`src/hdl/sts1_ptr_params.svh`:
```
// Register map, field positions, reset values and pointer constants.
`ifndef STS1_PTR_PARAMS_SVH
`define STS1_PTR_PARAMS_SVH
`define OFS_PATH_CTRL   4'h0
`define OFS_ARB_HIGH    4'h4
`define OFS_ARB_LOW     4'h8
`define OFS_PTR_STATUS  4'hc
`define BIT_SINGLE_NDF  0
`define BIT_CONT_NDF    1
`define BIT_POS_STUFF   2
`define BIT_NEG_STUFF   3
`define BIT_CHECK_STUFF 4
`define BIT_PTR_FORCE   5
`define RST_PATH_CTRL   8'h00
`define RST_ARB_HIGH    8'h00
`define RST_ARB_LOW     8'h00
`define RST_POINTER     10'h000
`define NDF_NORMAL      4'h6
`define NDF_SET         4'h9
`define SS_NORMAL       2'h0
`define PTR_MAX         10'h30e
`define I_BIT_MASK      10'h2aa
`define D_BIT_MASK      10'h155
`define GAP_FRAMES      2'h3
`endif

```
`src/hdl/sts1_ptr_pkg.sv`:
```
// Types shared by the transmit pointer adjustment controller.
package sts1_ptr_pkg;
   // Outbound H1/H2 pointer word, H1 in the upper byte.
   typedef struct packed {
      logic [3:0] ndf;
      logic [1:0] ss;
      logic [9:0] value;
   } ptr_word_type;
   // Requests waiting for the next frame start.
   typedef struct packed {
      logic force_ptr;
      logic single_ndf;
      logic pos_stuff;
      logic neg_stuff;
   } pend_type;
endpackage

```
`src/hdl/sts1_tx_pointer_adjust_ctrl.sv`:
```
// Transmit STS-1 pointer adjustment controller with Avalon-MM registers.
// Functional notes
// Positive-stuff trigger puts one stuff byte right after the H3 position.
// Frame with a positive stuff carries the pointer with I bits inverted.
// After a positive stuff the pointer is one higher and stays so.
// Positive-stuff trigger bit clears itself once the event is taken.
// Negative-stuff trigger puts one payload byte into the H3 position.
// Frame with a negative stuff carries the pointer with D bits inverted.
// After a negative stuff the pointer is one lower and stays so.
// Negative-stuff trigger bit clears itself once the event is taken.
// Rising single-NDF bit sets H1 N bits to 1001 next frame.
// Single NDF event loads the pointer from the two arbitrary registers.
// Software writes the pointer into both arbitrary registers before.
// Rising force bit copies NDF, SS and pointer from arbitrary registers.
// With check-stuff on, events wait until three clear frames have passed.
// Requests made mid-frame take effect at the next frame start.
`include "sts1_ptr_params.svh"
module sts1_tx_pointer_adjust_ctrl (
   // Clock and reset.
   input  wire logic        sys_clk,
   input  wire logic        srst,
   // Avalon-MM slave.
   input  wire logic [3:0]  avs_address,
   input  wire logic        avs_read,
   input  wire logic        avs_write,
   input  wire logic [31:0] avs_writedata,
   input  wire logic [3:0]  avs_byteenable,
   output logic      [31:0] avs_readdata,
   output logic             avs_waitrequest,
   // Frame timing, a pulse in the cycle before the H1 byte.
   input  wire logic        frame_start,
   // Outbound overhead for the current frame.
   output logic      [7:0]  h1_q,
   output logic      [7:0]  h2_q,
   output logic             h3_payload_q,
   output logic             pos_stuff_q,
   output logic      [9:0]  ptr_q
);

   // Reset pointer, split over the H1 and H2 bytes at reset.
   localparam logic [9:0] RST_PTR = `RST_POINTER;

   // Registers and internal state.
   logic [7:0]                 ctrl_q;
   logic [7:0]                 arb_high_q;
   logic [7:0]                 arb_low_q;
   sts1_ptr_pkg::pend_type     pend_q;
   logic [1:0]                 gap_q;
   logic                       wr_en;
   logic                       rd_en;
   logic                       ctrl_wr;
   logic [7:0]                 wbyte;
   logic                       allowed;
   logic                       go;
   logic                       act_frc;
   logic                       act_ndf;
   logic                       act_pos;
   logic                       act_neg;
   logic [9:0]                 arb_ptr;
   sts1_ptr_pkg::ptr_word_type word;

   // Pointer increment, wrapping past the top of the legal range.
   function automatic logic [9:0] ptr_inc(input logic [9:0] p);
      ptr_inc = (p >= `PTR_MAX) ? 10'h000 : p + 10'h001;
   endfunction

   // Pointer decrement, wrapping below zero to the top of the range.
   function automatic logic [9:0] ptr_dec(input logic [9:0] p);
      ptr_dec = (p == 10'h000) ? `PTR_MAX : p - 10'h001;
   endfunction

   // Packs the three pointer fields into the H1/H2 word.
   function automatic sts1_ptr_pkg::ptr_word_type pack(
      input logic [3:0] n,
      input logic [1:0] s,
      input logic [9:0] v);
      pack.ndf   = n;
      pack.ss    = s;
      pack.value = v;
   endfunction

   // A transfer completes at the edge where waitrequest is sampled low.
   assign wr_en   = avs_write && !avs_waitrequest && avs_byteenable[0];
   assign rd_en   = avs_read && avs_waitrequest;
   assign ctrl_wr = wr_en && (avs_address == `OFS_PATH_CTRL);
   assign wbyte   = avs_writedata[7:0];
   assign arb_ptr = {arb_high_q[1:0], arb_low_q};

   // Event selection at the frame start, force first, negative stuff last.
   assign allowed = !ctrl_q[`BIT_CHECK_STUFF] || (gap_q == `GAP_FRAMES);
   assign go      = frame_start && allowed;
   assign act_frc = go && pend_q.force_ptr;
   assign act_ndf = go && pend_q.single_ndf && !pend_q.force_ptr;
   assign act_pos = go && pend_q.pos_stuff && !pend_q.force_ptr
                    && !pend_q.single_ndf;
   assign act_neg = go && pend_q.neg_stuff && !pend_q.force_ptr
                    && !pend_q.single_ndf && !pend_q.pos_stuff;

   // Bus handshake: one wait cycle, then the transfer completes.
   always_ff @(posedge sys_clk) begin
      if (srst) begin
         avs_waitrequest <= 1'b1;
      end else begin
         avs_waitrequest <= !((avs_read || avs_write) && avs_waitrequest);
      end
   end

   // Read data is loaded in the wait cycle so it stands at completion.
   always_ff @(posedge sys_clk) begin
      if (srst) begin
         avs_readdata <= 32'h0000_0000;
      end else if (rd_en) begin
         unique case (avs_address)
            `OFS_PATH_CTRL:  avs_readdata <= {24'h00_0000, 2'h0,
                                ctrl_q[`BIT_PTR_FORCE],
                                ctrl_q[`BIT_CHECK_STUFF],
                                pend_q.neg_stuff, pend_q.pos_stuff,
                                ctrl_q[`BIT_CONT_NDF],
                                ctrl_q[`BIT_SINGLE_NDF]};
            `OFS_ARB_HIGH:   avs_readdata <= {24'h00_0000, arb_high_q};
            `OFS_ARB_LOW:    avs_readdata <= {24'h00_0000, arb_low_q};
            `OFS_PTR_STATUS: avs_readdata <= {22'h0, ptr_q};
            default:         avs_readdata <= 32'h0000_0000;
         endcase
      end
   end

   // Software-written registers; stuff bits are not stored here.
   always_ff @(posedge sys_clk) begin
      if (srst) begin
         ctrl_q     <= `RST_PATH_CTRL;
         arb_high_q <= `RST_ARB_HIGH;
         arb_low_q  <= `RST_ARB_LOW;
      end else if (wr_en) begin
         if (avs_address == `OFS_PATH_CTRL) begin
            ctrl_q <= wbyte & 8'h33;
         end
         if (avs_address == `OFS_ARB_HIGH) begin
            arb_high_q <= wbyte;
         end
         if (avs_address == `OFS_ARB_LOW) begin
            arb_low_q <= wbyte;
         end
      end
   end

   // Pending requests; a new request in the cycle it is taken survives.
   always_ff @(posedge sys_clk) begin
      if (srst) begin
         pend_q <= '0;
      end else begin
         if (act_frc) begin
            pend_q.force_ptr <= 1'b0;
         end
         if (act_ndf) begin
            pend_q.single_ndf <= 1'b0;
         end
         if (act_pos) begin
            pend_q.pos_stuff <= 1'b0;
         end
         if (act_neg) begin
            pend_q.neg_stuff <= 1'b0;
         end
         if (ctrl_wr && wbyte[`BIT_PTR_FORCE]
             && !ctrl_q[`BIT_PTR_FORCE]) begin
            pend_q.force_ptr <= 1'b1;
         end
         if (ctrl_wr && wbyte[`BIT_SINGLE_NDF]
             && !ctrl_q[`BIT_SINGLE_NDF]) begin
            pend_q.single_ndf <= 1'b1;
         end
         if (ctrl_wr && wbyte[`BIT_POS_STUFF]) begin
            pend_q.pos_stuff <= 1'b1;
         end
         if (ctrl_wr && wbyte[`BIT_NEG_STUFF]) begin
            pend_q.neg_stuff <= 1'b1;
         end
      end
   end

   // Frames since the last event, saturating so a long quiet run is fine.
   always_ff @(posedge sys_clk) begin
      if (srst) begin
         gap_q <= `GAP_FRAMES;
      end else if (act_frc || act_ndf || act_pos || act_neg) begin
         gap_q <= 2'h0;
      end else if (frame_start && gap_q != `GAP_FRAMES) begin
         gap_q <= gap_q + 2'h1;
      end
   end

   // Word for the coming frame, chosen from the event taken.
   always_comb begin
      word = pack(`NDF_NORMAL, `SS_NORMAL, ptr_q);
      if (act_frc) begin
         word = {arb_high_q, arb_low_q};
      end else if (act_ndf) begin
         word = pack(`NDF_SET, `SS_NORMAL, arb_ptr);
      end else if (act_pos) begin
         word = pack(`NDF_NORMAL, `SS_NORMAL, ptr_q ^ `I_BIT_MASK);
      end else if (act_neg) begin
         word = pack(`NDF_NORMAL, `SS_NORMAL, ptr_q ^ `D_BIT_MASK);
      end
   end

   // Outbound overhead changes only at a frame start, never mid-frame.
   always_ff @(posedge sys_clk) begin
      if (srst) begin
         h1_q         <= {`NDF_NORMAL, `SS_NORMAL, RST_PTR[9:8]};
         h2_q         <= RST_PTR[7:0];
         h3_payload_q <= 1'b0;
         pos_stuff_q  <= 1'b0;
      end else if (frame_start) begin
         h1_q         <= word[15:8];
         h2_q         <= word[7:0];
         h3_payload_q <= act_neg;
         pos_stuff_q  <= act_pos;
      end
   end

   // Pointer carried into later frames.
   always_ff @(posedge sys_clk) begin
      if (srst) begin
         ptr_q <= `RST_POINTER;
      end else if (act_frc || act_ndf) begin
         ptr_q <= arb_ptr;
      end else if (act_pos) begin
         ptr_q <= ptr_inc(ptr_q);
      end else if (act_neg) begin
         ptr_q <= ptr_dec(ptr_q);
      end
   end
endmodule

```
`config.mk`:
```
export PLATFORM = sky130hd
export DESIGN_NAME = sts1_tx_pointer_adjust_ctrl
export DESIGN_NICKNAME = d
export VERILOG_FILES = /design/src/hdl/sts1_ptr_pkg.sv /design/src/hdl/sts1_tx_pointer_adjust_ctrl.sv
export VERILOG_INCLUDE_DIRS = /design/src /design/src/hdl
export SDC_FILE = /design/constraint.sdc
export NUM_CORES = 1
export LEC_CHECK = 0
export BUFFER_PORTS_ARGS = -buffer_cell sky130_fd_sc_hd__buf_2
export CORE_MARGIN = 4
export CORE_UTILIZATION = 52
export DETAILED_ROUTE_END_ITERATION = 12
export GPL_ROUTABILITY_DRIVEN = 0
export PLACE_DENSITY = 0.9
export RECOVER_POWER = 50
export SETUP_SLACK_MARGIN = 0.5
export SLEW_MARGIN = 5
export SYNTH_ARGS = -nofsm -noshare
export SYNTH_HDL_FRONTEND = slang
export SYNTH_SLANG_ARGS = --single-unit
```
`constraint.sdc`:
```
create_clock -name sys_clk -period 3.06 [get_ports sys_clk]
set_input_delay 0.306 -clock sys_clk [delete_from_list [all_inputs] [get_ports sys_clk]]
set_output_delay 0.306 -clock sys_clk [all_outputs]
set_load 0.02 [all_outputs]
```
==> reports/qor.yml <==
route:
  num_vias: 3601
  finalWirelength_um: 10390
  drt_first_iter_violations: 597
  via_per_inst: 6.488
  postRouteAntennaNets: 0
  drc: 0
  drtPass1Iterations: 6
  wl_per_cell_um: 18.72
final_layout:
  fin_area_um2: 3954
  num-fill-cells: 604
  fin_util_pct: 58.52
  area_delta_synth_final_pct: 9.913
  fin_nets: 519
  layout.cells.non_filler: 555
  drive_gt1_share_pct: 12.42
  antenna-diode-count: 0
clocking:
  cts_tree: "yes"
  root_buffer: "clkbuf_8"
  clk_latency_ns: 0.35
  htree_levels: 3
  cts-buffers-inserted: 9
  cts_sinks: 65
  cts.clk_slew.worst_paths_ns: 0.08
  clock_path_buffers: 2
synthesis:
  synth_edf_count: 0
  async_reset_ff_share_pct: 0
  netlist_instances: 432
  yosysSeqAreaShare_pct: 36.17
  synth_top_flop_cell: "dfxtp_1"
  ys_top_cells_by_area: "dfxtp_1 36%, nor2_1 5.9%, buf_4 4.6%"
  syn-mean-instance-area_um2: 8.327
  yosysWarnings: 0
  yosysUniqueCellTypes: 62
  ys_ff_latch: 65
  yosysMostFrequentCell: "dfxtp_1"
  netlist.area_leader.share_pct: 36.17
  yosysTopAreaCell: "dfxtp_1"
  synth_top_cells_by_count: "65 x dfxtp_1, 57 x nor2_1, 31 x nand2_1, 29 x a21oi_1, 25 x clkbuf_1"
  syn-cell-area_um2: 3597
pwr:
  p_leak_nw: 1.491
  peakVddDrop_v: 0.0003610
  finalPower_mw: 1.727
  power_density_nw_per_um2: 436.8
floorplanning:
  fp-row-count: 30
  start_util_pct: 53.24
  ioPinCount: 106
  die_area_um2: 8312
  die_width_um: 91.17
  fp.coreArea_um2: 6756
  fp.dieH_um: 91.17
timing:
  slew_violations: 0
  whs_ns: 0.1745
  finalSetupViolations: 0
  finalWorstSetupSlack_ns: 0.5679
  slew-limit-headroom_pct: 25.25
  grt_setup_unrepaired: "true"
  tightest_slew_ns: 1.104
  finalHoldViolCount: 0
  fin_skew_ns: 0.01007
  final.setup.tns_ns: 0
  post-route-period-util_pct: 81.44
  fmax_ghz: 0.4013
  period_needed_ns: 2.492
worst_setup_path:
  critPathMaxFanout: 10
  setup.worst_path.end: "ptr_q[5]"
  rrSetupSlack_ns: 0.57
  cp.required_ns: 3.29
  rr_worst_depth: 7
  startpoint: "ptr_q[0]"
  worstSetupStartpointType: "flip-flop"
  r2r-start: "ptr_q[0]"
  cp-end-kind: "flip-flop"
  worstPathArrival_ns: 2.72
  r2r_end: "ptr_q[5]"
  setup.worst_path.class: "flip-flop to flip-flop"
place:
  placedCellCount: 538
  detailed_place.area_um2: 3809
  io_buffer_count: 56
  dp.final_hpwl_um: 7057
  pre_cts_ws_ns: 0.4647
min_path:
  hold_path_class: "input pin to flip-flop"
global_routing:
  grt_pass1_vias: 3473
  grt_usage_pct: 25.28
  grt_pass1_wl_um: 17010
  antenna_found_initial: 0
  grt_max_degree: 63
  grt_overflow_total: 0
run:
  cap_violations: 0
outcome:
  status: "complete, no violations"
[routing by layer]
| layer | global-route usage (%) | wire [um] | up-vias |
|---|---|---|---|
| met3 | 6.628 | 1384 | 48 |
| li1 | - | - | 1609 |
| met1 | 32.73 | 3985 | 1651 |
| met5 | 0 | 0 | - |
| met4 | 11.31 | 314 | 0 |
| met2 | 39.48 | 4703 | 293 |
[power breakdown]
part	switching [mW]	total (mW)	internal, mW
Clock	0.331	0.726	0.395
Combinational	0.100	0.139	0.0392
Sequential	0.00744	0.862	0.854
[cell families (layout without fill, tap and decap cells)]
| kind of cell | Yosys count | count (layout) | synth area share (%) |
|---|---|---|---|
| other cells | 1 | 22 | 0.1042 |
| fa+ha+maj | 4 | 4 | 1.391 |
| flops | 65 | 65 | 36.17 |
| compound gates | 103 | 103 | 19.86 |
| simple gates | 157 | 157 | 21.74 |
| buf+inv | 70 | 92 | 10.05 |
| mux | 21 | 21 | 8.000 |
| xor+xnor | 11 | 11 | 2.678 |
[area by class of cell]
| cell class | instances | area [um^2] | area share (%) |
|---|---|---|---|
| Clock buffer | 11 | 141.4 | 3.576 |
| Clock inverter | 5 | 55.05 | 1.392 |
| Inverter | 9 | 33.78 | 0.8544 |
| Multi-Input combinational cell | 318 | 2013 | 50.92 |
| Sequential cell | 65 | 1301 | 32.91 |
| Tap cell | 80 | 100.1 | 2.532 |
| Timing Repair Buffer | 67 | 309.0 | 7.816 |
[flip-flops by register name, indices dropped and copies added (netlist names)]
| signal | count |
|---|---|
| ptr_q | 10 |
| gap_q | 2 |
| avs_readdata | 10 |
| avs_waitrequest | 1 |
| h2_q | 8 |
| h1_q | 8 |
| arb_high_q | 8 |
| ctrl_q | 4 |
| h3_payload_q | 1 |
| arb_low_q | 8 |
| pos_stuff_q | 1 |
| pend_q | 4 |
[placed cells by master (no fill, tap or decap), types with 3 or more instances in the layout]
master    Yosys  final
or3_1         3      3
o311a_1       3      3
a211o_1       3      3
nor4_1        9      9
mux4_2        6      6
a311oi_1      4      4
buf_2         7     19
a21oi_1      29     29
inv_1         9      8
nor2_1       57     57
nand4_1       4      4
xnor2_1      10     10
a31oi_1       4      4
o31ai_1       3      3
nor4b_1       3      3
clkbuf_8      0     10
clkbuf_1     25     40
a22oi_1      13     13
buf_4        22      9
and3_1        4      4
conb_1        1     22
ha_1          4      4
a211oi_1      5      5
o21ai_0      12     12
dfxtp_1      65     65
nor3b_1       4      4
nor3_1       11     11
o211ai_1      5      5
nand3_1      16     16
o32ai_1       5      5
mux2i_1      13     13
nand2_1      31     31
[worst max-delay path: stages (launching register included)]
cell     delay [ns]
dfxtp_1        0.43
inv_2          0.17
ha_1           0.22
or3b_1         0.50
nor4_4         0.31
nor4_1         0.11
o32a_1         0.32
a211o_1        0.30
[worst min-delay path by stage]
stage               cells past startpoint         endpoint       startpoint
CTS                                     2  avs_waitrequest         avs_read
floorplan                               1  avs_waitrequest         avs_read
global placement                        1  avs_waitrequest  avs_waitrequest
global route                            2  avs_waitrequest         avs_read
detailed placement                      2          h1_q[2]          h1_q[2]
finish                                  2  avs_waitrequest         avs_read
[what timing repair did]
item / 4_1_cts / 5_1_grt
hold buffers: 0 / 0
buffers inserted: 0 / 1
resized for setup: 0 / 2
endpoints found under the setup margin: 1 / 3
hold endpoints to repair: 0 / 0
pin swaps: 1 / 1
Note: power is estimated with default switching activity, not from simulation.
